$ cat src/rtl/tdx_pkg.sv
// Purpose: Shared types and constants for the trap delegation block
// Assumes: 32-bit registers, machine/supervisor/user modes with user traps
// Notes: Mode set is fixed by the HAS_ constants below
package tdx_pkg;
  typedef enum logic [1:0] {
    PRIV_U = 2'h0,
    PRIV_S = 2'h1,
    PRIV_H = 2'h2,
    PRIV_M = 2'h3
  } tdx_priv_t;

  typedef enum logic [1:0] {
    XS_OFF = 2'h0,
    XS_INIT = 2'h1,
    XS_CLEAN = 2'h2,
    XS_DIRTY = 2'h3
  } tdx_xs_t;

  typedef enum logic [2:0] {
    EXT_NONE = 3'h0,
    EXT_READ = 3'h1,
    EXT_MODIFY = 3'h2,
    EXT_UNCONFIG = 3'h3,
    EXT_DISABLE = 3'h4,
    EXT_ENABLE = 3'h5
  } tdx_ext_op_t;

  localparam int XLEN = 32;
  localparam int EXT_UNITS = 2;
  localparam int EXT_FLOAT = 0;
  localparam int EXT_OTHER = 1;

  // Supported privilege modes
  localparam logic HAS_H = 1'b0;
  localparam logic HAS_S = 1'b1;
  localparam logic HAS_UTRAP = 1'b1;
  localparam logic [3:0] LVL_PRESENT = {1'b1, HAS_H, HAS_S, HAS_UTRAP};
  localparam logic DELEG_ON = HAS_H | HAS_S | HAS_UTRAP;

  // Delegatable causes
  localparam logic [31:0] EDELEG_MASK = 32'h0000B3FF;
  localparam logic [31:0] IDELEG_MASK = 32'h00000777;
  localparam int INT_STIMER_BIT = 5;

  // Register addresses: level in bits 9:8, function in bits 7:0
  localparam int CSR_LVL_LSB = 8;
  localparam logic [7:0] OFS_STATUS = 8'h00;
  localparam logic [7:0] OFS_EDELEG = 8'h02;
  localparam logic [7:0] OFS_IDELEG = 8'h03;
  localparam logic [7:0] OFS_TVEC = 8'h05;
  localparam logic [7:0] OFS_EPC = 8'h41;
  localparam logic [7:0] OFS_CAUSE = 8'h42;

  // Status word layout
  localparam int ST_IE_LSB = 0;
  localparam int ST_PIE_LSB = 4;
  localparam int ST_SPP = 8;
  localparam int ST_HPP_LSB = 9;
  localparam int ST_MPP_LSB = 11;
  localparam int ST_FS_LSB = 13;
  localparam int ST_XS_LSB = 15;
  localparam int ST_SD = 31;
  localparam int CAUSE_INT_BIT = 31;

  // Values after reset
  localparam logic [31:0] TVEC_RESET = 32'h00000100;
  localparam logic [31:0] DELEG_RESET = 32'h00000000;
  localparam logic [31:0] TVEC_ALIGN = 32'hFFFFFFFC;
  localparam tdx_priv_t PP_RESET = PRIV_U;
  localparam tdx_xs_t EXT_RESET = XS_OFF;
endpackage

$ cat src/rtl/tdx_ext_if.sv
// Purpose: Carrier between the trap block and the extension status tracker
// Assumes: One op per unit per cycle
// Notes: Only the float unit status is software writable
`timescale 1ns/1ps
interface tdx_ext_if;
  import tdx_pkg::*;
  tdx_ext_op_t op [EXT_UNITS];
  logic wr_en;
  tdx_xs_t wr_val;
  tdx_xs_t status [EXT_UNITS];
  logic [EXT_UNITS-1:0] fault;
  modport ctrl (output op, output wr_en, output wr_val, input status, input fault);
  modport unit (input op, input wr_en, input wr_val, output status, output fault);
endinterface

$ cat src/rtl/tdx_ext_status.sv
// Purpose: Four-state context status of the float unit and other extensions
// Assumes: Ops come from the pipeline on the same clock
// Notes: One copy for all privilege modes
`timescale 1ns/1ps
module tdx_ext_status (
  // Clock and reset
  input wire logic clk,
  input wire logic reset,
  // Status link
  tdx_ext_if.unit ext
);
  import tdx_pkg::*;

  tdx_xs_t st [EXT_UNITS];

  generate
    for (genvar u = 0; u < EXT_UNITS; u++) begin : g_unit
      // Single unbanked copy per unit
      always_ff @(posedge clk) begin
        if (reset) begin
          st[u] <= EXT_RESET;
        end else begin
          unique case (ext.op[u])
            EXT_DISABLE: st[u] <= XS_OFF;
            EXT_ENABLE: st[u] <= XS_INIT;
            EXT_MODIFY: begin
              if (st[u] != XS_OFF) begin
                st[u] <= XS_DIRTY;
              end
            end
            EXT_UNCONFIG: begin
              if (st[u] != XS_OFF) begin
                st[u] <= XS_INIT;
              end
            end
            EXT_READ: st[u] <= st[u];
            EXT_NONE: begin
              if (u == EXT_FLOAT && ext.wr_en) begin
                st[u] <= ext.wr_val;
              end
            end
            default: st[u] <= st[u];
          endcase
        end
      end

      // Off unit refuses use and stays Off
      assign ext.fault[u] = (st[u] == XS_OFF) &&
        (ext.op[u] == EXT_READ || ext.op[u] == EXT_MODIFY ||
         ext.op[u] == EXT_UNCONFIG);
      assign ext.status[u] = st[u];
    end
  endgenerate
endmodule

$ cat src/rtl/tdx_trap_delegation.sv
// Purpose: Trap vector base, trap delegation and extension status of a hart
// Assumes: Pipeline reports traps, returns and extension ops on clk
// Notes: Register accesses answer one cycle later on csr_ack
`timescale 1ns/1ps
module tdx_trap_delegation (
  // Clock and reset
  input wire logic clk,
  input wire logic reset,
  // Register access
  input wire logic csr_valid,
  input wire logic csr_write,
  input wire logic [11:0] csr_addr,
  input wire logic [tdx_pkg::XLEN-1:0] csr_wdata,
  input wire tdx_pkg::tdx_priv_t csr_priv,
  output logic csr_ack,
  output logic csr_illegal,
  output logic [tdx_pkg::XLEN-1:0] csr_rdata,
  // Trap report
  input wire logic trap_valid,
  input wire logic trap_is_int,
  input wire logic [4:0] trap_code,
  input wire logic [tdx_pkg::XLEN-1:0] trap_pc,
  input wire tdx_pkg::tdx_priv_t trap_priv,
  output logic trap_done,
  output logic [tdx_pkg::XLEN-1:0] handler_pc,
  output tdx_pkg::tdx_priv_t handler_priv,
  // Trap return
  input wire logic ret_valid,
  input wire tdx_pkg::tdx_priv_t ret_level,
  output logic ret_done,
  output logic [tdx_pkg::XLEN-1:0] ret_pc,
  output tdx_pkg::tdx_priv_t ret_priv,
  // Extension state
  input wire tdx_pkg::tdx_ext_op_t float_op,
  input wire tdx_pkg::tdx_ext_op_t other_op,
  output logic ext_fault,
  output logic [3:0] level_int_enable
);
  import tdx_pkg::*;

  function automatic logic csr_exists(input logic [11:0] a);
    logic [1:0] l;
    logic [7:0] o;
    l = a[CSR_LVL_LSB+:2];
    o = a[7:0];
    csr_exists = (a[11:10] == 2'b00) && LVL_PRESENT[l] &&
      (o == OFS_TVEC || o == OFS_EPC || o == OFS_CAUSE ||
       (o == OFS_STATUS && l == PRIV_M) ||
       ((o == OFS_EDELEG || o == OFS_IDELEG) && l != PRIV_U));
  endfunction

  // Bits a level may delegate downward
  function automatic logic [XLEN-1:0] deleg_mask(input tdx_priv_t l,
                                                  input logic is_int);
    logic lower;
    unique case (l)
      PRIV_M: lower = DELEG_ON;
      PRIV_H: lower = HAS_S;
      PRIV_S: lower = HAS_UTRAP;
      PRIV_U: lower = 1'b0;
    endcase
    deleg_mask = is_int ? IDELEG_MASK : EDELEG_MASK;
    if (!lower || !LVL_PRESENT[l]) begin
      deleg_mask = '0;
    end
  endfunction

  // Handler level for a trap from mode p
  function automatic tdx_priv_t route(input tdx_priv_t p, input logic mb,
                                      input logic hb, input logic sb);
    route = PRIV_M;
    if (mb && p != PRIV_M) begin
      if (HAS_H) begin
        route = PRIV_H;
      end else if (HAS_S) begin
        route = PRIV_S;
      end else begin
        route = PRIV_U;
      end
      if (route == PRIV_H && hb && p <= PRIV_S && HAS_S) begin
        route = PRIV_S;
      end
      if (route == PRIV_S && sb && p == PRIV_U && HAS_UTRAP) begin
        route = PRIV_U;
      end
    end
  endfunction

  tdx_ext_if ext ();

  tdx_ext_status u_ext (
    .clk(clk),
    .reset(reset),
    .ext(ext.unit)
  );

  logic [XLEN-1:0] tvec [4];
  logic [XLEN-1:0] epc [4];
  logic [XLEN-1:0] cause [4];
  logic [XLEN-1:0] edeleg [4];
  logic [XLEN-1:0] ideleg [4];
  logic [3:0] ie;
  logic [3:0] pie;
  tdx_priv_t pp [4];

  tdx_priv_t acc_lvl;
  logic [7:0] acc_ofs;
  logic acc_ok;
  logic wr_en;
  logic [XLEN-1:0] rd_val;
  logic [XLEN-1:0] st_word;
  tdx_xs_t xs_sum;
  logic mb;
  logic hb;
  logic sb;
  tdx_priv_t tgt;

  assign acc_lvl = tdx_priv_t'(csr_addr[CSR_LVL_LSB+:2]);
  assign acc_ofs = csr_addr[7:0];
  assign acc_ok = csr_exists(csr_addr) && (csr_priv >= acc_lvl);
  assign wr_en = csr_valid && csr_write && acc_ok;

  // Delegation lookup by cause code
  always_comb begin
    if (trap_is_int) begin
      mb = ideleg[PRIV_M][trap_code];
      hb = ideleg[PRIV_H][trap_code];
      sb = ideleg[PRIV_S][trap_code];
    end else begin
      mb = edeleg[PRIV_M][trap_code];
      hb = edeleg[PRIV_H][trap_code];
      sb = edeleg[PRIV_S][trap_code];
    end
    tgt = route(trap_priv, mb, hb, sb);
  end

  // Extension status link
  assign ext.op[EXT_FLOAT] = float_op;
  assign ext.op[EXT_OTHER] = other_op;
  assign ext.wr_en = wr_en && acc_ofs == OFS_STATUS;
  assign ext.wr_val = tdx_xs_t'(csr_wdata[ST_FS_LSB+:2]);
  assign ext_fault = |ext.fault;

  // Summary of non-float extensions
  always_comb begin
    xs_sum = XS_OFF;
    for (int u = EXT_FLOAT + 1; u < EXT_UNITS; u++) begin
      if (ext.status[u] > xs_sum) begin
        xs_sum = ext.status[u];
      end
    end
  end

  // Status word assembly
  always_comb begin
    st_word = '0;
    st_word[ST_IE_LSB+:4] = ie & LVL_PRESENT;
    st_word[ST_PIE_LSB+:4] = pie & LVL_PRESENT;
    st_word[ST_SPP] = HAS_S & pp[PRIV_S][0];
    st_word[ST_HPP_LSB+:2] = HAS_H ? pp[PRIV_H] : 2'h0;
    st_word[ST_MPP_LSB+:2] = pp[PRIV_M];
    st_word[ST_FS_LSB+:2] = ext.status[EXT_FLOAT];
    st_word[ST_XS_LSB+:2] = xs_sum;
    st_word[ST_SD] = (ext.status[EXT_FLOAT] == XS_DIRTY) ||
      (xs_sum == XS_DIRTY);
  end

  // Read multiplexer
  always_comb begin
    rd_val = '0;
    unique case (acc_ofs)
      OFS_STATUS: rd_val = st_word;
      OFS_EDELEG: rd_val = edeleg[acc_lvl];
      OFS_IDELEG: rd_val = ideleg[acc_lvl];
      OFS_TVEC: rd_val = tvec[acc_lvl];
      OFS_EPC: rd_val = epc[acc_lvl];
      OFS_CAUSE: rd_val = cause[acc_lvl];
      default: rd_val = '0;
    endcase
  end

  // Trap vector bases
  always_ff @(posedge clk) begin
    if (reset) begin
      for (int l = 0; l < 4; l++) begin
        tvec[l] <= TVEC_RESET & TVEC_ALIGN;
      end
    end else if (wr_en && acc_ofs == OFS_TVEC) begin
      tvec[acc_lvl] <= csr_wdata & TVEC_ALIGN;
    end
  end

  // Delegation registers
  always_ff @(posedge clk) begin
    if (reset) begin
      for (int l = 0; l < 4; l++) begin
        edeleg[l] <= DELEG_RESET;
        ideleg[l] <= DELEG_RESET;
      end
    end else if (wr_en && acc_ofs == OFS_EDELEG) begin
      edeleg[acc_lvl] <= csr_wdata & deleg_mask(acc_lvl, 1'b0);
    end else if (wr_en && acc_ofs == OFS_IDELEG) begin
      ideleg[acc_lvl] <= csr_wdata & deleg_mask(acc_lvl, 1'b1);
    end
  end

  // Cause and return address per level
  always_ff @(posedge clk) begin
    if (reset) begin
      for (int l = 0; l < 4; l++) begin
        epc[l] <= '0;
        cause[l] <= '0;
      end
    end else if (trap_valid) begin
      cause[tgt] <= '0;
      cause[tgt][CAUSE_INT_BIT] <= trap_is_int;
      cause[tgt][4:0] <= trap_code;
      epc[tgt] <= trap_pc;
    end else if (wr_en && acc_ofs == OFS_EPC) begin
      epc[acc_lvl] <= csr_wdata;
    end else if (wr_en && acc_ofs == OFS_CAUSE) begin
      cause[acc_lvl] <= csr_wdata;
    end
  end

  // Enable, previous enable and previous mode fields
  always_ff @(posedge clk) begin
    if (reset) begin
      ie <= '0;
      pie <= '0;
      for (int l = 0; l < 4; l++) begin
        pp[l] <= PP_RESET;
      end
    end else if (trap_valid) begin
      pie[tgt] <= ie[trap_priv];
      ie[tgt] <= 1'b0;
      pp[tgt] <= trap_priv;
    end else if (ret_valid) begin
      ie[ret_level] <= pie[ret_level];
      pie[ret_level] <= 1'b1;
      pp[ret_level] <= PP_RESET;
    end else if (wr_en && acc_ofs == OFS_STATUS) begin
      ie <= csr_wdata[ST_IE_LSB+:4] & LVL_PRESENT;
      pie <= csr_wdata[ST_PIE_LSB+:4] & LVL_PRESENT;
      pp[PRIV_S] <= tdx_priv_t'({1'b0, csr_wdata[ST_SPP]});
      pp[PRIV_H] <= tdx_priv_t'(csr_wdata[ST_HPP_LSB+:2]);
      pp[PRIV_M] <= tdx_priv_t'(csr_wdata[ST_MPP_LSB+:2]);
    end
  end

  // Trap and return answers
  always_ff @(posedge clk) begin
    if (reset) begin
      trap_done <= 1'b0;
      handler_pc <= '0;
      handler_priv <= PRIV_M;
      ret_done <= 1'b0;
      ret_pc <= '0;
      ret_priv <= PRIV_M;
    end else begin
      trap_done <= trap_valid;
      ret_done <= ret_valid && !trap_valid;
      if (trap_valid) begin
        handler_pc <= tvec[tgt];
        handler_priv <= tgt;
      end
      if (ret_valid && !trap_valid) begin
        ret_pc <= epc[ret_level];
        ret_priv <= pp[ret_level];
      end
    end
  end

  // Register access answer
  always_ff @(posedge clk) begin
    if (reset) begin
      csr_ack <= 1'b0;
      csr_illegal <= 1'b0;
      csr_rdata <= '0;
    end else begin
      csr_ack <= csr_valid;
      csr_illegal <= csr_valid && !acc_ok;
      csr_rdata <= (csr_valid && acc_ok) ? rd_val : '0;
    end
  end

  assign level_int_enable = ie;
endmodule
$ cat config.mk
export PLATFORM = sky130hd
export DESIGN_NAME = tdx_trap_delegation
export DESIGN_NICKNAME = d
export VERILOG_FILES = /design/src/rtl/tdx_pkg.sv /design/src/rtl/tdx_ext_if.sv /design/src/rtl/tdx_ext_status.sv /design/src/rtl/tdx_trap_delegation.sv
export SDC_FILE = /design/constraint.sdc
export NUM_CORES = 1
export LEC_CHECK = 0
export ABC_CLOCK_PERIOD_IN_PS = 6450
export BUFFER_PORTS_ARGS = -buffer_cell sky130_fd_sc_hd__buf_2
export CAP_MARGIN = 20
export CORE_UTILIZATION = 60
export CTS_CLUSTER_SIZE = 10
export DETAILED_ROUTE_END_ITERATION = 10
export PLACE_DENSITY = 0.84
export REMOVE_ABC_BUFFERS = 1
export SLEW_MARGIN = 10
export SYNTH_ARGS = -nofsm -noshare
export SYNTH_HDL_FRONTEND = slang
export SYNTH_SLANG_ARGS = --single-unit
$ cat constraint.sdc
create_clock -name clk -period 6.45 [get_ports clk]
set_input_delay 0.3225 -clock clk [delete_from_list [all_inputs] [get_ports clk]]
set_output_delay 0.3225 -clock clk [all_outputs]
set_load 0.05 [all_outputs]
[Word level (Yosys, flattened, before mapping)]
Memory sizes are Yosys's and may differ from the RTL's. A register that Yosys moved wholly into a read port is not among the register bits.
Cells that the tools add are included.
Word-level totals
  memory bits (writable): 644
  memories kept: 7
  word-level logic and storage cells: 313
  register bits after elaboration: 78
  bits of input ports: 100
  output and inout bits: 109
Memories
  cause: depth 4, width 32, read ports 1, clocked after Yosys merged registers in 0, wr ports 4, RTL line tdx_trap_delegation.sv:99  | logic [XLEN-1:0] cause [4];
  edeleg: depth 4, width 32, read ports 4, clocked after Yosys merged registers in 0, wr ports 4, RTL line tdx_trap_delegation.sv:100  | logic [XLEN-1:0] edeleg [4];
  epc: depth 4, width 32, read ports 2, clocked after Yosys merged registers in 1, wr ports 4, RTL line tdx_trap_delegation.sv:98  | logic [XLEN-1:0] epc [4];
  ideleg: depth 4, width 32, read ports 4, clocked after Yosys merged registers in 0, wr ports 4, RTL line tdx_trap_delegation.sv:101  | logic [XLEN-1:0] ideleg [4];
  tvec: depth 4, width 30, read ports 2, clocked after Yosys merged registers in 1, wr ports 4, RTL line tdx_trap_delegation.sv:97  | logic [XLEN-1:0] tvec [4];
  pp: depth 4, width 2, read ports 3, clocked after Yosys merged registers in 1, wr ports 4, RTL line tdx_trap_delegation.sv:104  | tdx_priv_t pp [4];
  1 more memories
Operators by class
  $lt $le $gt $ge: 10
  multiplexer cells: 172
  eq/ne operators: 23
  bitwise gates (word level): 24
  reduce and logical (&&, ||, !) cells: 68
Operators with widths (count)
  $mux 32: 11
  $pmux 32 s6: 1
  $reduce_or 32->1: 6
  $mux 1: 101
  $mux 2: 33
  $and 32x32->32: 2
  $bmux 1 s5: 6
  $mux 30: 1
  $reduce_or 30->1: 1
  $logic_and 1x1->1: 25
  $mux 4: 6
  $or 1x1->1: 18
  $eq 8x2->1 const B: 2
  $eq 8x7->1 const B: 2
  $mux 16: 1
  $eq 3x2->1 const B: 4
  $eq 3x3->1 const B: 4
  $logic_or 1x1->1: 12
  $lt 2x3->1 const B: 4
  $reduce_or 6->1: 2
  $mux 11: 1
  $eq 2x2->1 const B: 5
  $logic_not 2->1: 5
  $bwmux 4: 2
  25 further kinds: 42

[Longest topological paths before layout]
Gate-level depths: netlist of run 1.
An unclocked memory read counts as a cell.
  depth after elaboration: 23
  depth in mapped cells: 12
  gate-level depth less buffers: 9

[Cells and area by module]
A second synthesis of run 1 with hierarchy kept.
Unflattened totals
  cells, all modules: 1869
  area total of the unflattened synthesis: 26324.0 µm²
By module, submodules not included
  tdx_trap_delegation: sequential area each 16375.7 µm², cells an instance 1840, area each 26046.2 µm², times used 1
  tdx_ext_status: sequential area each 120.1 µm², cells an instance 29, area each 277.8 µm², times used 1

[Least setup slack after synthesis of run 1]
OpenSTA, ideal clock, no wires.
  path type: input to register
  start point: input trap_code[0]
  end point: memory cause[3][0] (enable)
  data required time: 5984 ps
  path slack: 1787 ps
  data arrival time: 4198 ps
  stages on the path: 7
  path buffers: 3
  library setup time: 466 ps
  cells stage by stage: buf_4 > mux4_2 > or4_1 > and4_1 > buf_2 > clkbuf_1 > o21ai_0
RTL lines
  start, declared: RTL line tdx_trap_delegation.sv:21  | input wire logic [4:0] trap_code,
  end, declared: RTL line tdx_trap_delegation.sv:99

==> impl_metrics.csv, run 1 <==
group,metric,value,unit
cells_and_area,antenna_cells,0,
critical_path,slowest_stage,"nor3_4",
synthesis,synth_top_family_by_area,"multiplexers",
critical_path,cp_top_family,"simple AND/OR/NAND/NOR gates",
synthesis,synth_cells,1840,
synthesis,synthSimpleGateAreaFrac,0.1086,
sta,setup_violations,0,
clock_network,post-cts-setup-buffers,0,
power_and_ir_drop,p_per_area,289.5,mW/mm2
global_route,grt_pass1_vias,18390,
floorplan,die_area,0.04450,mm2
critical_path,cp_cell_sequence,"buf_6 -> inv_1 -> ha_1 -> a21oi_1 -> a2111o_1 -> nor3_4 -> and3_1 -> a21o_1",
clock_network,clk_pin_slew,0.05,ns
global_route,grt.total_usage,0.3458,
floorplan,rows,76,
global_route,grt.overflow.total,0,
clock_network,htree_num_levels,3,
hold_path,hold_class,"primary input to flop",
critical_path,cp.arrival,4.36,ns
clock_network,cts_tree,"done",
sta,finalCritPeriodShare,0.6423,
placement,io_buffers,206,
power_and_ir_drop,peakVddDrop,0.2229,mV
global_route,grt_pass1_wl,112100,um
sta,rsz0062_at_grt,"false",
run,max-cap-violations,0,
critical_path,cp_num_buf_inv,2,
sta,hold_viol_final,0,
sta,finClkSkew,0.03661,ns
routing,first_iter_violations,2892,
critical_path,end_kind,"flop",
sta,final.min_clock_period,4.143,ns
routing,routed.top_layer,"met5",
synthesis,avgSynthCellArea,14.24,um2
floorplan,die_h,210.9,um
synthesis,ys_types,73,
routing,route.met3.wl,11300,um
critical_path,crit_fanout,42,
routing,drc,0,
critical_path,worstSetupStartpoint,"csr_addr[9]",
clock_network,cts_hold_buffers,0,
critical_path,slowest_delay,0.84,ns
hold_path,hp-start,"other_op[0]",
floorplan,num_io_pins,209,
routing,vias_per_cell,6.572,
routing,dr.pass1.iters,6,
floorplan,core_area,0.04308,mm2
clock_network,cts_resized,0,
clock_network,root_buffer,"clkbuf_16",
sta,whs,0.07042,ns
cells_and_area,instances_no_fill,2782,
synthesis,synth_area,0.02619,mm2
critical_path,rr_startpoint,"edeleg[1][13]$_SDFFCE_PN0P_",
routing,post_drt_wl_per_cell,27.17,um
sta,worst_slew_pin_slew,1.105,ns
routing,wl_met2,35390,um
synthesis,yosysTopAreaCellShare,0.5457,
sta,fin_tns_setup,0,ns
synthesis,yosysSeqAreaShare,0.6298,
clock_network,clkSinkCount,586,
critical_path,startpoint_type,"primary input",
sta,max_slew_margin,0.2632,
cells_and_area,multi_input_area,0.009413,mm2
synthesis,yosys.area_share.xor_xnor,0.0003344,
synthesis,yosysTopAreaCell,"edfxtp_1",
clock_network,clk_latency,0.60,ns
global_route,grt_max_degree,126,
synthesis,synthTopCellsByArea,"edfxtp_1 (55%), mux4_2 (13%), dfxtp_1 (8.4%), and3_1 (2.7%), a22oi_1 (2.7%)",
placement,place_congestion,0.9224,
run_status,status,"finished, final reports clean",
critical_path,required,6.66,ns
clock_network,numCtsBuffers,69,
synthesis,ys_ff_latch,586,
floorplan,start_util,0.6081,
synthesis,synth_compound_area_frac,0.07772,
placement,place_hpwl,45800,um
routing,finalWirelength,75590,um
routing,ant_nets,0,
clock_network,cts_max_path_buffers,3,
placement,dp.cells,2654,
cells_and_area,area_growth,15.63,%
sta,max_freq,241.4,MHz
routing,wl_met1,25290,um
routing,via_count,18280,
synthesis,yosys_warnings,0,
sta,slew_violations,0,
cells_and_area,ff_latch_area,0.01650,mm2
synthesis,synth_edf_count,476,
synthesis,synthArstFlopShare,0,
cells_and_area,nets,2244,
floorplan,die_w,210.9,um
synthesis,yosys.area_share.adder,0.0009553,
synthesis,synth-main-ff-cell,"edfxtp_1",
power_and_ir_drop,leakage,11.71,nW
global_route,antenna_found_initial,2,
cells_and_area,drive_gt1_frac,0.2458,
critical_path,crit_type,"primary input to flop",
cells_and_area,fill_cells,2744,
synthesis,synthMuxAreaShare,0.1486,
==> per-layer routing <==
layer / GRT usage / vias up
met1: 0.4549 / 8879
met3: 0.09218 / 270
met5: 0 / -
met2: 0.5383 / 1623
li1: - / 7508
met4: 0.1689 / 4
==> Yosys cell counts, types with 26 or more instances <==
library cell / n
edfxtp_1: 476
mux4_2: 154
nand2_1: 144
and3_1: 113
dfxtp_1: 110
and2_1: 108
a22oi_1: 94
clkbuf_1: 94
nor2_1: 77
a21oi_1: 76
o21ai_0: 62
inv_1: 50
mux2i_1: 31
nor2_2: 30
buf_1: 26
==> report_power, final <==
part	total, mW	internal (mW)	switching, mW
combinational	0.799	0.279	0.520
sequential	4.40	4.30	0.105
clock	3.57	2.05	1.51
==> registers in the layout (all words and copies together), names as in the netlist, 8 cells and up <==
| name | cells |
|---|---|
| ret_pc | 32 |
| ideleg | 36 |
| edeleg | 52 |
| tvec | 120 |
| csr_rdata | 32 |
| epc | 128 |
| handler_pc | 30 |
| pp | 8 |
| cause | 128 |
==> final cells by class <==
type | count | share of cell area
Sequential cell | 586 | 0.5446
Clock inverter | 6 | 0.002189
Timing Repair Buffer | 246 | 0.04746
Inverter | 52 | 0.006444
Clock buffer | 120 | 0.06436
Tap cell | 585 | 0.02417
Multi-Input combinational cell | 1187 | 0.3108
==> path summary, 6_finish.rpt <==
check,endpoint,slack [ns],cells past startpoint
worst min-delay path,u_ext.st[1][1]$_SDFFCE_PP0P_,0.07,2
worst max-delay path,edeleg[1][8]$_SDFFCE_PN0P_,2.31,8
worst max register to register,cause[0][20]$_SDFFCE_PN0P_,2.51,8
worst min register to register,ret_pc[8]$_SDFFE_PP0P_,0.45,2
==> per-stage QoR <==
stage	instance area [um2]	utilization	total power, mW	worst slack [ns]
finish	30290	0.7031	8.770	2.307
global route	30290	0.7031	8.940	2.096
CTS	30230	0.7019	8.734	2.462
detailed placement	28220	0.6551	5.242	1.856
global placement	28170	0.6540	5.202	1.969
floorplan	26030	-	4.874	0.8580
==> layout by cell type, fill, tap and decap left out, types with 5 or more instances in the layout <==
cell       count
a21boi_0      16
and2_1       108
o21ai_0       61
o22ai_1        5
buf_2        203
nand3_1       14
and3_1       113
a31oi_1       16
nand2b_1       5
nor2_1        74
mux2i_1       31
buf_4         35
mux2_2         9
a22oi_1       94
clkbuf_16     70
nand2_1      143
clkbuf_1      49
conb_1       142
mux4_2       154
edfxtp_1     476
inv_1         50
nor3_1         6
dfxtp_1      110
nor2b_1        8
a21oi_1       76
nand4_1        5
nor2_2        32
==> worst register-to-register path: cells and delay by family, from the launching register on <==
| family | cells | cell delay (ns) |
|---|---|---|
| simple gates | 3 | 1.40 |
| compound gates | 3 | 1.16 |
| buf+inv | 1 | 0.52 |
| flops | 1 | 0.39 |
| mux | 1 | 0.09 |
==> logic make-up after synthesis <==
kind of cell    after synthesis
xor+xnor                      1
fa+ha+maj                     2
simple gates                536
compound gates              311
other cells                   2
flops                       586
mux                         195
buf+inv                     207
(Power assumes the default switching activity.)
==> run 2, diff against run 1 <==
ABC_AREA = 1   (was unset)
ABC_CLOCK_PERIOD_IN_PS = 4100   (was 6450)
clock period = 4.1 ns   (was 6.45 ns; I/O delays follow)
==> impl_metrics.csv, run 2 <==
group,metric,value,unit
run_status,status,"finished, final reports clean",
sta,fin_tns_setup,0,ns
power_and_ir_drop,peakVddDrop,0.3371,mV
floorplan,die_area,0.04528,mm2
critical_path,end_kind,"flop",
routing,via_count,22830,
floorplan,rows,76,
placement,io_buffers,206,
power_and_ir_drop,finalPower,13.95,mW
sta,setup_violations,0,
synthesis,synthTopCellsByArea,"edfxtp_1 (54%), dfxtp_1 (8.3%), nand2_1 (7.9%), nor2_1 (5.5%), inv_1 (3.5%)",
global_route,antenna_found_initial,1,
sta,finClkSkew,0.02224,ns
synthesis,synth_edf_count,476,
cells_and_area,ff_latch_area,0.01650,mm2
clock_network,htree_num_levels,3,
sta,finalCritPeriodShare,0.7018,
synthesis,yosysTopAreaCellShare,0.5361,
sta,max_slew_margin,0.2036,
power_and_ir_drop,p_sw,3.611,mW
sta,whs,0.009536,ns
placement,place_congestion,1.006,
clock_network,post-cts-setup-buffers,0,
cells_and_area,biggestRegsByFlops,"cause (128), epc (128), tvec (120)",
critical_path,rrSetupSlack,1.22,ns
synthesis,ys_types,47,
global_route,grt_pass1_wl,129100,um
global_route,grt.total_usage,0.3870,
critical_path,r2r_cells,14,
cells_and_area,nets,3179,
sta,slew_violations,0,
cells_and_area,design_area,0.03089,mm2
synthesis,synth_cells,2775,
synthesis,yosys_warnings,0,
hold_path,hold_class,"primary input to flop",
sta,worst_slew_pin_slew,1.193,ns
hold_path,hold_depth,4,
floorplan,num_io_pins,209,
routing,vias_per_cell,6.138,
power_and_ir_drop,switching_share,0.2588,
routing,ant_nets,0,
clock_network,clkSinkCount,586,
clock_network,clk_latency,0.61,ns
floorplan,core_area,0.04346,mm2
routing,post_drt_wl_per_cell,23.38,um
synthesis,ys_ff_latch,586,
sta,hold_viol_final,0,
floorplan,die_w,212.8,um
critical_path,rr_startpoint,"edeleg[3][7]$_DFFE_PP_",
power_and_ir_drop,pwr-share-seq,0.496,
cells_and_area,layout_common_cells,"nand2_1 (562), edfxtp_1 (476), nor2_1 (386)",
critical_path,crit_path_end,"epc[1][14]$_SDFFCE_PN0P_",
critical_path,required,4.31,ns
sta,rsz0062_at_grt,"false",
cells_and_area,fill_cells,3110,
synthesis,yosys-top-cells-count,"nand2_1 (563), edfxtp_1 (476), nor2_1 (391), inv_1 (250), nand3_1 (169)",
clock_network,cts_tree,"done",
cells_and_area,antenna_cells,0,
power_and_ir_drop,leakage,12.47,nW
power_and_ir_drop,internal_power,10.34,mW
critical_path,crit_fanout,32,
synthesis,synthArstFlopShare,0,
power_and_ir_drop,p_comb_frac,0.100,
critical_path,rr_endpoint,"epc[1][14]$_SDFFCE_PN0P_",
cells_and_area,drive_gt1_frac,0.1327,
power_and_ir_drop,pwr-share-clk,0.404,
placement,dpl_cell_area,0.02874,mm2
floorplan,die_h,212.8,um
cells_and_area,layout_commonest_cell,"nand2_1",
clock_network,clk_pin_slew,0.06,ns
critical_path,worstSetupStartpoint,"edeleg[3][7]$_DFFE_PP_",
global_route,grt_max_degree,182,
synthesis,yosysSeqAreaShare,0.6187,
floorplan,start_util,0.6135,
clock_network,cts_max_path_buffers,3,
global_route,grt.overflow.total,0,
synthesis,yosysTopAreaCell,"edfxtp_1",
sta,final.min_clock_period,2.878,ns
sta,max_freq,347.5,MHz
critical_path,crit_type,"flop to flop",
routing,finalWirelength,86970,um
power_and_ir_drop,p_per_area,451.6,mW/mm2
routing,first_iter_violations,3508,
global_route,grt_pass1_vias,22180,
critical_path,startpoint_type,"flop",
synthesis,avgSynthCellArea,9.608,um2
clock_network,numCtsBuffers,69,
synthesis,synth_area,0.02666,mm2
cells_and_area,area_growth,15.86,%
placement,place_hpwl,55330,um
cells_and_area,multi_input_area,0.008946,mm2
critical_path,cp.arrival,3.08,ns
clock_network,root_buffer,"clkbuf_16",
synthesis,yosysMostFrequentCell,"nand2_1",
synthesis,synth-main-ff-cell,"edfxtp_1",
routing,drc,0,
run,max-cap-violations,0,
routing,dr.pass1.iters,6,
==> run 2: changes by cell type after synthesis, moves of 105 or more <==
cell	previous run	this run
nand2_1	144	563
nor2_1	77	391
inv_1	50	250
nand3_1	14	169
mux4_2	154	0
and3_1	113	0
and2_1	108	0
o21ai_0	62	167
==> run 2: cell type report <==
type / count / share of cell area
flip-flops and latches: 586 / 0.5340
clock buffers: 119 / 0.06230
clock inverters: 9 / 0.003645
multi-input cells: 1880 / 0.2896
repair buffers: 274 / 0.05399
well taps: 585 / 0.02370
inverters: 266 / 0.03273
==> run 2: stage by stage <==
| step | cells | setup WS (ns) | util |
|---|---|---|---|
| after CTS | 3719 | 1.287 | 0.7108 |
| after global routing | 3719 | 1.066 | 0.7108 |
| after floorplan | 2732 | -1.799 | - |
| after detailed placement | 3580 | 1.021 | 0.6614 |
| after global placement | 3580 | 1.003 | 0.6614 |
| final | 3719 | 1.222 | 0.7108 |
==> run 2: cell families (layout without fill, tap and decap cells) <==
family / Yosys count / after routing / synth area share
AND/OR/NAND/NOR: 1242 / 1242 / 0.1931
flip-flops: 586 / 586 / 0.6187
AO/OA/AOI/OAI: 494 / 494 / 0.1184
buffers and inverters: 449 / 668 / 0.06852
adder cells (fa/ha/maj): 2 / 2 / 0.0009384
other: 2 / 142 / 0.0002817
==> run 2: repair_timing <==
item                      CTS  global route
hold endpoints to repair   14             0
resized for setup           0             0
hold buffers               11             0
==> run 2: worst min-delay path by stage <==
stage | end | slack (ns) | startpoint
floorplan | level_int_enable[0]$_SDFFE_PP0P_ | 0.27 | reset
global placement | handler_pc[2]$_SDFFE_PP0P_ | 0.43 | handler_pc[2]$_SDFFE_PP0P_
detailed placement | handler_pc[24]$_SDFFE_PP0P_ | 0.43 | handler_pc[24]$_SDFFE_PP0P_
CTS | level_int_enable[2]$_SDFFE_PP0P_ | 0.0004 | ret_level[1]
global route | tvec[3][14]$_DFFE_PP_ | 0.02 | csr_wdata[16]
finish | epc[3][20]$_DFFE_PP_ | 0.01 | trap_pc[20]
==> run 2: power by group through the flow <==
stage / logic (mW) / clock network, mW / registers [mW]
finish: 1.39 / 5.64 / 6.92
global route: 1.48 / 5.86 / 6.95
CTS: 1.35 / 5.62 / 6.91
detailed placement: 1.33 / 0 / 7.03
global placement: 1.30 / 0 / 7.02
floorplan: 0.615 / 0 / 7.16
==> run 2: layer usage <==
| metal | part of all wire | global-route usage |
|---|---|---|
| met5 | 0 | 0 |
| met3 | 0.13 | 0.08251 |
| met2 | 0.45 | 0.5916 |
| met4 | 0.067 | 0.2590 |
| met1 | 0.35 | 0.4997 |
==> run 2: critical path, stage by stage (launching register included) <==
cell	delay, ns
edfxtp_1	0.43
nand2_1	0.08
nand2_1	0.08
nand2_1	0.05
nand2_1	0.07
nand2_1	0.04
nand2_1	0.07
nand2_1	0.05
nand2_1	0.09
nand2_1	0.07
nor2_2	0.28
nand2_1	0.17
o21ai_2	0.21
nand2_4	0.08
nand2_2	0.70
